<file path="src/logic/hdlc_map_pkg.sv">
// Constants for the HDLC timeslot and Sa bit mapper.
// Assumes a byte-wide host register port and a framer that strobes one bit at a time.
package hdlc_map_pkg;
	// Register addresses
	localparam logic [7:0] ADDR_RX_MAP = 8'hb8;
	localparam logic [7:0] ADDR_RX_MASK = 8'hb9;
	localparam logic [7:0] ADDR_TX_MAP = 8'hba;
	localparam logic [7:0] ADDR_TX_MASK = 8'hbb;
	localparam logic [7:0] ADDR_RX_BLK0 = 8'hc0;
	localparam logic [7:0] ADDR_TX_BLK0 = 8'hc4;
	localparam logic [7:0] ADDR_RX_SA = 8'hc8;
	// Mapping control fields
	localparam int SRC_BIT = 7;
	localparam int SAD_BIT = 6;
	localparam int MODE_BIT = 5;
	localparam int SA_FIELD_LSB = 3;
	// Values after reset
	localparam logic [7:0] RST_REG = 8'h00;
	localparam logic [31:0] RST_BLK = 32'h0000_0000;
	// Bit sent when a chosen position finds no HDLC data
	localparam logic TX_IDLE_BIT = 1'h1;
	// Transmit FIFO shape
	localparam int FIFO_WIDTH = 1;
	localparam int FIFO_DEPTH = 8;
endpackage

</file>
<file path="src/logic/hdlc_timeslot_bit_mapper.sv">
// Maps HDLC serial bits into and out of E1 Sa bits or DS0 timeslots, plus the transmit FIFO.
// Assumes framer and HDLC controller share clk and present one bit per strobe cycle.
`timescale 1ns/1ps

module hdlc_bit_fifo #(
	parameter int WIDTH = 1,
	parameter int DEPTH = 8
) (
	// Clock and reset
	input wire logic clk,
	input wire logic rst,
	// Fill side
	input wire logic in_valid,
	output logic in_ready,
	input wire logic [WIDTH-1:0] in_data,
	// Drain side
	output logic out_valid,
	input wire logic out_ready,
	output logic [WIDTH-1:0] out_data
);
	localparam int PW = $clog2(DEPTH);
	localparam int CW = $clog2(DEPTH + 1);
	logic [WIDTH-1:0] mem [DEPTH];
	logic [PW-1:0] wr_q, rd_q;
	logic [CW-1:0] count_q, count_d;
	logic ready_q;
	wire push = in_valid & ready_q;
	wire pop = out_valid & out_ready;

	assign in_ready = ready_q;
	assign out_valid = count_q != '0;
	assign out_data = mem[rd_q];
	assign count_d = count_q + CW'(push) - CW'(pop);

	always_ff @(posedge clk) begin
		if (push) begin
			mem[wr_q] <= in_data;
		end
		if (rst) begin
			wr_q <= '0;
			rd_q <= '0;
			count_q <= '0;
			ready_q <= 1'h1;
		end else begin
			wr_q <= wr_q + PW'(push);
			rd_q <= rd_q + PW'(pop);
			count_q <= count_d;
			// Registered so the upstream ready is a clean flop
			ready_q <= count_d != CW'(DEPTH);
		end
	end
endmodule

module hdlc_timeslot_bit_mapper (
	// Clock and reset
	input wire logic clk,
	input wire logic rst,
	// Host register port
	input wire logic [7:0] reg_addr,
	input wire logic reg_wr,
	input wire logic reg_rd,
	input wire logic [7:0] reg_wdata,
	output logic [7:0] reg_rdata,
	// Receive framer stream
	input wire logic rx_strobe,
	input wire logic rx_data,
	input wire logic [4:0] rx_ts,
	input wire logic [2:0] rx_bit_idx,
	input wire logic rx_is_sa,
	input wire logic [3:0] rx_sa_num,
	// Toward HDLC receiver
	output logic hdlc_rx_valid,
	output logic hdlc_rx_bit,
	// Transmit framer stream
	input wire logic tx_strobe,
	input wire logic tx_data,
	input wire logic [4:0] tx_ts,
	input wire logic [2:0] tx_bit_idx,
	input wire logic tx_is_sa,
	input wire logic [3:0] tx_sa_num,
	// Outgoing transmit stream
	output logic tx_out_valid,
	output logic tx_out_bit,
	output logic tx_hdlc_inserted,
	output logic tx_underrun,
	// From HDLC transmitter
	input wire logic hdlc_tx_valid,
	input wire logic hdlc_tx_bit,
	output logic hdlc_tx_ready
);
	logic [7:0] rx_map_q, rx_mask_q, tx_map_q, tx_mask_q, rx_sa_q, rdata_q;
	logic [31:0] rx_blk_q, tx_blk_q;
	logic hdlc_rx_valid_q, hdlc_rx_bit_q, tx_out_valid_q, tx_out_bit_q, tx_ins_q, tx_udr_q;
	logic fifo_valid, fifo_bit;

	// Sa4 sits on enable bit 4, Sa8 on bit 0
	function automatic logic sa_hit(input logic [4:0] en, input logic is_sa, input logic [3:0] num);
		logic [3:0] off;
		off = 4'h8 - num;
		sa_hit = is_sa && num >= 4'h4 && num <= 4'h8 && en[off[2:0]];
	endfunction

	function automatic logic ts_hit(input logic mode, input logic [4:0] ch, input logic [31:0] blk,
		input logic [4:0] ts);
		ts_hit = mode ? blk[ts] : (ch == ts);
	endfunction

	// Register decode
	wire hit_blk_rx = reg_addr[7:2] == hdlc_map_pkg::ADDR_RX_BLK0[7:2];
	wire hit_blk_tx = reg_addr[7:2] == hdlc_map_pkg::ADDR_TX_BLK0[7:2];
	wire [7:0] rd_mux =
		reg_addr == hdlc_map_pkg::ADDR_RX_MAP ? rx_map_q :
		reg_addr == hdlc_map_pkg::ADDR_RX_MASK ? rx_mask_q :
		reg_addr == hdlc_map_pkg::ADDR_TX_MAP ? tx_map_q :
		reg_addr == hdlc_map_pkg::ADDR_TX_MASK ? tx_mask_q :
		reg_addr == hdlc_map_pkg::ADDR_RX_SA ? rx_sa_q :
		hit_blk_rx ? rx_blk_q[8*reg_addr[1:0] +: 8] :
		hit_blk_tx ? tx_blk_q[8*reg_addr[1:0] +: 8] : 8'h00;

	always_ff @(posedge clk) begin
		if (rst) begin
			rx_map_q <= hdlc_map_pkg::RST_REG;
			rx_mask_q <= hdlc_map_pkg::RST_REG;
			tx_map_q <= hdlc_map_pkg::RST_REG;
			tx_mask_q <= hdlc_map_pkg::RST_REG;
			rx_sa_q <= hdlc_map_pkg::RST_REG;
			rx_blk_q <= hdlc_map_pkg::RST_BLK;
			tx_blk_q <= hdlc_map_pkg::RST_BLK;
			rdata_q <= hdlc_map_pkg::RST_REG;
		end else begin
			if (reg_wr && reg_addr == hdlc_map_pkg::ADDR_RX_MAP) rx_map_q <= reg_wdata;
			if (reg_wr && reg_addr == hdlc_map_pkg::ADDR_RX_MASK) rx_mask_q <= reg_wdata;
			if (reg_wr && reg_addr == hdlc_map_pkg::ADDR_TX_MAP) tx_map_q <= reg_wdata;
			if (reg_wr && reg_addr == hdlc_map_pkg::ADDR_TX_MASK) tx_mask_q <= reg_wdata;
			if (reg_wr && reg_addr == hdlc_map_pkg::ADDR_RX_SA) rx_sa_q <= reg_wdata;
			if (reg_wr && hit_blk_rx) rx_blk_q[8*reg_addr[1:0] +: 8] <= reg_wdata;
			if (reg_wr && hit_blk_tx) tx_blk_q[8*reg_addr[1:0] +: 8] <= reg_wdata;
			if (reg_rd) rdata_q <= rd_mux;
		end
	end

	// Receive selection; Sa bits are never subject to the DS0 mask
	wire rx_ts_sel = ~rx_is_sa & ~rx_mask_q[rx_bit_idx] &
		ts_hit(rx_map_q[hdlc_map_pkg::MODE_BIT], rx_map_q[4:0], rx_blk_q, rx_ts);
	wire rx_map_sel = rx_map_q[hdlc_map_pkg::SAD_BIT] ? rx_ts_sel :
		sa_hit(rx_map_q[4:0], rx_is_sa, rx_sa_num);
	wire rx_dflt_sel = sa_hit(rx_sa_q[hdlc_map_pkg::SA_FIELD_LSB +: 5], rx_is_sa, rx_sa_num);
	wire rx_sel = rx_strobe & (rx_map_q[hdlc_map_pkg::SRC_BIT] ? rx_map_sel : rx_dflt_sel);

	// Transmit selection, gated by the enable before the route select is looked at
	wire tx_ts_sel = ~tx_is_sa & ~tx_mask_q[tx_bit_idx] &
		ts_hit(tx_map_q[hdlc_map_pkg::MODE_BIT], tx_map_q[4:0], tx_blk_q, tx_ts);
	wire tx_route = tx_map_q[hdlc_map_pkg::SAD_BIT] ? tx_ts_sel :
		sa_hit(tx_map_q[4:0], tx_is_sa, tx_sa_num);
	wire tx_sel = tx_strobe & tx_map_q[7] & tx_route;
	wire tx_pop = tx_sel & fifo_valid;

	hdlc_bit_fifo #(.WIDTH(hdlc_map_pkg::FIFO_WIDTH), .DEPTH(hdlc_map_pkg::FIFO_DEPTH)) u_fifo (
		.clk(clk),
		.rst(rst),
		.in_valid(hdlc_tx_valid),
		.in_ready(hdlc_tx_ready),
		.in_data(hdlc_tx_bit),
		.out_valid(fifo_valid),
		.out_ready(tx_sel),
		.out_data(fifo_bit)
	);

	always_ff @(posedge clk) begin
		if (rst) begin
			hdlc_rx_valid_q <= 1'h0;
			hdlc_rx_bit_q <= 1'h0;
			tx_out_valid_q <= 1'h0;
			tx_out_bit_q <= 1'h0;
			tx_ins_q <= 1'h0;
			tx_udr_q <= 1'h0;
		end else begin
			hdlc_rx_valid_q <= rx_sel;
			hdlc_rx_bit_q <= rx_data;
			tx_out_valid_q <= tx_strobe;
			// Empty FIFO sends mark idle rather than stalling the line
			tx_out_bit_q <= tx_sel ? (fifo_valid ? fifo_bit : hdlc_map_pkg::TX_IDLE_BIT) : tx_data;
			tx_ins_q <= tx_sel;
			tx_udr_q <= tx_sel & ~fifo_valid;
		end
	end

	assign reg_rdata = rdata_q;
	assign hdlc_rx_valid = hdlc_rx_valid_q;
	assign hdlc_rx_bit = hdlc_rx_bit_q;
	assign tx_out_valid = tx_out_valid_q;
	assign tx_out_bit = tx_out_bit_q;
	assign tx_hdlc_inserted = tx_ins_q;
	assign tx_underrun = tx_udr_q;
endmodule

</file>
<file path="config.mk">
export PLATFORM = sky130hd
export DESIGN_NAME = hdlc_timeslot_bit_mapper
export DESIGN_NICKNAME = d
export VERILOG_FILES = /design/src/logic/hdlc_map_pkg.sv /design/src/logic/hdlc_timeslot_bit_mapper.sv
export SDC_FILE = /design/constraint.sdc
export NUM_CORES = 1
export LEC_CHECK = 0
export BUFFER_PORTS_ARGS = -buffer_cell sky130_fd_sc_hd__buf_4
export CORE_MARGIN = 4
export CORE_UTILIZATION = 45
export DETAILED_ROUTE_END_ITERATION = 10
export GPL_ROUTABILITY_DRIVEN = 0
export PLACE_DENSITY = 0.69
export SLEW_MARGIN = 20
export SYNTH_ARGS = -nofsm -noshare
export SYNTH_HDL_FRONTEND = slang
export SYNTH_HIERARCHICAL = 1
export SYNTH_SLANG_ARGS = --single-unit
</file>
<file path="constraint.sdc">
create_clock -name clk -period 4.51 [get_ports clk]
set_clock_uncertainty 0.2 [all_clocks]
set_input_delay 0.451 -clock clk [delete_from_list [all_inputs] [get_ports clk]]
set_output_delay 0.451 -clock clk [all_outputs]
set_load 0.005 [all_outputs]
</file>
======== Word-level counts from Yosys, hierarchy flattened ========
Memories as Yosys holds them, arrays and structs flattened. A register that Yosys moved wholly into a read port is not among the register bits.
Cells that the tools add are included.
word-level totals
  flip-flop bits (word level) ............. 129
  bits of input ports ..................... 52
  memory bits (writable) .................. 8
  memories ................................ 1
  output and inout port bits .............. 15
memory list
  name        depth  bits a word  read ports  clocked after memory_dff  wr ports  line                            RTL
  u_fifo.mem  8      1            1           1                         1         hdlc_timeslot_bit_mapper.sv:23  logic [WIDTH-1:0] mem [DEPTH];
operators by class
  equality and inequality tests ........... 10
  multiplexer cells ....................... 33
  order comparisons ....................... 10
  shifts and indexed selects .............. 4
  reduce and logical (&&, ||, !) cells .... 15
  add/subtract/negate cells ............... 7
  bitwise operators ....................... 15
operators with widths
  kind                                                                           count
  32-bit bitwise mux                                                             2
  32-bit by 6-bit indexed part select with 8-bit output                          2
  8-bit 2-to-1 mux                                                               7
  8-bit == test (second input constant)                                          5
  5-bit negation with 34-bit output                                              1
  8-bit by 34-bit variable shift with 32-bit output (first input constant)       1
  8-bit by 34-bit indexed part select with 32-bit output                         1
  3-bit by 4-bit less-than comparator with 1-bit output (second input constant)  4
  1-bit 2-to-1 mux                                                               16
  1-bit binary-select mux with 3-bit select                                      5
  1-bit logical AND                                                              14
  6-bit == test (second input constant)                                          2
  5-bit by 6-bit less-than comparator with 1-bit output (second input constant)  2
  1-bit bitwise AND                                                              10
  1-bit binary-select mux with 5-bit select                                      2
  5-bit == test                                                                  2
  4-bit by 3-bit >= comparator with 1-bit output (second input constant)         2
  4-bit less-or-equal comparator (second input constant)                         2
  3-bit by 1-bit adder with 3-bit output                                         2
  1-bit by 3-bit subtractor with 3-bit output (first input constant)             2
  1-bit inverter                                                                 5
  4-bit by 1-bit adder with 4-bit output                                         1
  4-bit inequality test (second input constant)                                  1
  4-bit nonzero test                                                             1
  2 further kinds                                                                2

======== Logic depth before layout (Yosys ltp) ========
  word-level depth ........................ 10
  depth in mapped cells ................... 16

======== By module ========
The synthesis kept the hierarchy.
by module, submodules not included
  module                    seq. area each (µm²)  area each (µm²)  times used  cells each
  hdlc_timeslot_bit_mapper  2,362.3               6,458.7          1           683
  hdlc_bit_fifo             460.4                 899.6            1           80

======== Worst setup path before layout ========
No wires, ideal clock.
  kind .................................... input to register
  start ................................... in tx_ts[0]
  end ..................................... reg u_fifo.ready_q (netlist: u_fifo/in_ready)
  arrival time ............................ 2.936 ns
  setup slack ............................. 1.248 ns
  cell stages on the path ................. 16
  cells stage by stage .................... buf_4 buf_6 mux4_2 o22ai_1 o21ai_0 nand4_1 and2_4 inv_1 and2_1 xnor2_1 ha_1 inv_1 fa_1 xnor2_1 nor3b_1 o21ai_0
on the way
  cells in the longest elaborated chain, start to end .. 9
  elaborated cells between the ends (all ways) .. 10
ends and longest elaborated chain
  element                                        line                             RTL
  start, declared                                hdlc_timeslot_bit_mapper.sv:77   input wire logic [4:0] tx_ts,
  1-bit binary-select mux with 5-bit select      hdlc_timeslot_bit_mapper.sv:105  ts_hit = mode ? blk[ts] : (ch == ts);
  1-bit 2-to-1 mux (implied by the code)         hdlc_timeslot_bit_mapper.sv:105
  1-bit 2-to-1 mux *                             hdlc_timeslot_bit_mapper.sv:105
  1-bit bitwise AND *                            hdlc_timeslot_bit_mapper.sv:151  wire tx_ts_sel = ~tx_is_sa & ~tx_mask_q[tx_bit_idx] &
  1-bit 2-to-1 mux *                             hdlc_timeslot_bit_mapper.sv:153  wire tx_route = tx_map_q[hdlc_map_pkg::SAD_BIT] ? tx_ts_sel :
  1-bit bitwise AND *                            hdlc_timeslot_bit_mapper.sv:155  wire tx_sel = tx_strobe & tx_map_q[7] & tx_route;
  net tx_sel                                     hdlc_timeslot_bit_mapper.sv:155
  1-bit bitwise AND *                            n/a
  4-bit by 1-bit subtractor with 4-bit output *  hdlc_timeslot_bit_mapper.sv:33   assign count_d = count_q + CW'(push) - CW'(pop);
  4-bit inequality test *                        hdlc_timeslot_bit_mapper.sv:49   ready_q <= count_d != CW'(DEPTH);
  end signal, assigned                           hdlc_timeslot_bit_mapper.sv:49
  end, declared                                  hdlc_timeslot_bit_mapper.sv:26   logic ready_q;
The timed path passes the listed nets; every way through them passes the cells marked *. The select of a mux whose other input is x is not followed.
A chain may end at the register's enable or synchronous reset.

======== Worst setup path after layout ========
  start ................................... reg tx_mask_q[7]
  end ..................................... reg u_fifo.ready_q (netlist: u_fifo/in_ready)
on the way
  cells in the longest elaborated chain, start to end .. 10
ends and longest elaborated chain
  element                                      line                             RTL
  start, declared                              hdlc_timeslot_bit_mapper.sv:91   logic [7:0] rx_map_q, rx_mask_q, tx_map_q, tx_mask_q, rx_sa_q, rdata_q;
  start signal, assigned                       hdlc_timeslot_bit_mapper.sv:125  tx_mask_q <= hdlc_map_pkg::RST_REG;
  start signal, assigned                       hdlc_timeslot_bit_mapper.sv:134  if (reg_wr && reg_addr == hdlc_map_pkg::ADDR_TX_MASK) tx_mask_q <= reg_wdata;
  1-bit binary-select mux with 3-bit select    hdlc_timeslot_bit_mapper.sv:151
  1-bit 2-to-1 mux (implied by the code)       hdlc_timeslot_bit_mapper.sv:151
  1-bit inverter                               hdlc_timeslot_bit_mapper.sv:151
  1-bit bitwise AND (2 in a row)               hdlc_timeslot_bit_mapper.sv:151
  1-bit 2-to-1 mux                             hdlc_timeslot_bit_mapper.sv:153
  1-bit bitwise AND                            hdlc_timeslot_bit_mapper.sv:155
  net tx_sel                                   hdlc_timeslot_bit_mapper.sv:155
  1-bit bitwise AND                            n/a
  4-bit by 1-bit subtractor with 4-bit output  hdlc_timeslot_bit_mapper.sv:33
  4-bit inequality test                        hdlc_timeslot_bit_mapper.sv:49
The timed path passes the listed nets, and every way through them passes these cells. The select of a mux whose other input is x is not followed.

==> reports/metrics.cfg <==
[status]
status=finished, final reports clean

[worst_setup_path]
crit_chain=mux4_2 -> mux2i_1 -> and3_1 -> nand4_1 -> and2_4 -> inv_1 -> and2_1 -> xnor2_1 -> ha_1 -> inv_1 -> fa_1 -> xnor2_1 -> nor3b_1 -> o21ai_0
cp.depth=14
path_buf_inv=2
cp_max_fo=4
cp-end-kind=register
startpoint_type=register
ff2ff_path_depth=14
worst-setup-path-type=reg2reg
cp.required_ps=4610
crit_arrival_ps=3390
cp_slowest_cell=mux4_2
critPathTopFamily=simple AND/OR/NAND/NOR gates
slowest_delay_ps=470

[grt]
grt_max_degree=97
grt_use_met2_pct=34.79
overflow=0
use_met3_pct=5.292
grt_pass1_vias=5631
grt_pass1_wl_mm=30.99
use_met1_pct=28.26
grt_usage_pct=21.92
busiest_layer=met2
grt_antenna_before_repair=0

[clocking]
root_buffer=clkbuf_16
cts_tree=built
cts_hold_buf=0
cts_buffers=17
h-tree-depth=4
clockBufferDepth=2
clk_latency_ps=420
cts_setup_buffers=0
clkSlewWorstSetupHoldPaths_ps=60
clkSinkCount=137
cts_resized=0

[finish]
synthToLayoutAreaGrowth_pct=15.30
reg_top3=rx_blk_q: 32 flops, tx_blk_q: 32 flops
drive_gt1_share_pct=18.00
fin_nets=865
diodes=0
design_area_um2=8484

[power_and_ir_drop]
p_int_uw=2216
total_power_uw=2950
power_leakage_uw=0.003468
p_seq_share_pct=42.9
p_sw_share_pct=24.88
power_frac_comb_pct=11.2
switchingPower_uw=733.9
p_clk_share_pct=45.9
ir_drop_v=0.0002568
pwr_density_cell_nw_per_um2=347.7

[synthesis]
avgSynthCellArea_um2=9.644
syn_area_um2=7358
ys_ff_latch=137
yosysSeqAreaShare_pct=38.36
ys_warn_count=6
synthArstFlopShare_pct=0
synth_edf_count=8
yosysUniqueCellTypes=56
syn_nets=830
synth_top_flop_cell=dfxtp_1
postSynthCellCount=763

[timing]
setup_viol=0
finalHoldViolCount=0
finalCritPeriodShare_pct=73.04
finalMaxSlewViolations=0
fmax_ghz=0.3036
rsz0062_at_grt=false
tightest_slew_ps=1097
min_period_ps=3294
setup-tns-final_ps=0
slew_headroom_pct=26.48

[floorplanning]
coreArea_um2=15940
die_w_um=135.9
floorplan.initialDensity_pct=46.15
io_pins=67
placementRows=46
die_h_um=135.9
dieArea_um2=18460

[routing]
drtAntennaViolNets=0
vias_per_cell=5.807
wl_mm=19.71
drt_iter0_drc=564
vias=5964
wire_per_inst_um=19.19
drc_errors=0
dr.pass1.iters=5

[place]
dpl-instance-area_um2=7904
dpl.hpwl_mm=13.85
port_buffers=66

[run]
maxCapViolations=0

[worst_hold_path]
hold_path_class=in2reg
hold_depth=2

## path summary, 6_finish.rpt
kind                      from         endpoint  slack [ps]
hold / removal         rx_data      hdlc_rx_bit          50
setup / recovery  tx_mask_q[7]  u_fifo/in_ready        1220
setup reg to reg  tx_mask_q[7]  u_fifo/in_ready        1220
hold reg to reg     rx_sa_q[1]       rx_sa_q[1]         260
## routing by layer
metal / wire (µm) / up-vias / part of all wire [%]
li1: - / 2799 / -
met1: 8272 / 2849 / 42
met2: 9175 / 264 / 47
met3: 1462 / 52 / 7.4
met4: 798 / 0 / 4.0
met5: 0 / - / 0
## synth_stat cells (all sizes together), types with 9 or more instances
library cell	instances	area share [%]
nand3	32	2.2
o21ai	16	1.1
dfxtp	129	35
a21oi	44	3.0
buf	21	1.6
nor2b	13	1.1
inv	21	1.1
xnor2	9	1.1
mux2i	99	13
mux4	37	12
nor2	114	5.8
nor3	11	0.97
nand2	55	2.8
and2	26	2.2
ha	14	2.4
clkbuf	30	1.5
## layout by cell type, fill, tap and decap left out, types with 3 or more instances in the layout
master and n:
nand4_1 3, nand2b_1 6, a2111oi_0 6, or2_2 3, and3_1 6, clkinvlp_4 4, mux2_2 5, dfxtp_1 129
edfxtp_1 8, nand3_1 32, nor3_1 9, a31oi_1 3, nor2_1 112, buf_4 67, nand3b_1 7, nor3b_1 3
clkbuf_16 18, o2111a_1 5, mux2i_1 99, mux4_2 32, a21oi_1 44, mux4_1 5, nor4b_1 3, ha_1 14
o21ai_0 15, xnor2_1 9, o221ai_1 3, inv_1 21, xor2_1 6, clkinv_2 3, nor2b_1 13, and2_1 25
a22oi_1 5, nand2_1 55
## power by group through the flow
stage	Combinational, µW	Sequential [µW]	Clock, µW
after floorplan	223	1290	0
after global placement	327	1290	0
after detailed placement	330	1290	0
after CTS	332	1270	1370
after global routing	367	1270	1420
final	331	1270	1350
## cells by family (layout without fill, tap and decap cells)
family / count (synthesis) / in the layout / share of synthesized area, %
AND/OR/NAND/NOR: 294 / 294 / 19.78
multiplexers: 141 / 141 / 25.81
flip-flops: 137 / 137 / 38.36
AO/OA/AOI/OAI: 89 / 89 / 7.448
buffers and inverters: 72 / 120 / 4.166
adder cells (fa/ha/maj): 15 / 15 / 2.653
XOR/XNOR: 15 / 15 / 1.785
## through the flow
step	hold WS (ps)	utilization [%]	setup WS (ps)	std cells
after floorplan	236.6	-	1248	763
after global placement	246.4	49.58	1020	995
after detailed placement	251.4	49.58	929.0	995
after CTS	34.12	53.20	1209	1027
after global routing	52.90	53.22	981.7	1027
final	47.97	53.22	1216	1027
## cell type report
| class | instances | area [µm²] |
|---|---|---|
| clock buffer | 22 | 485.5 |
| clock inverter | 10 | 92.59 |
| fill | 1445 | 7458 |
| inverter | 21 | 78.83 |
| multi-input combinational | 554 | 4232 |
| sequential | 137 | 2823 |
| tap | 216 | 270.3 |
| timing repair buffer | 67 | 503.0 |
No activity file was read; power rests on OpenSTA's default activity.
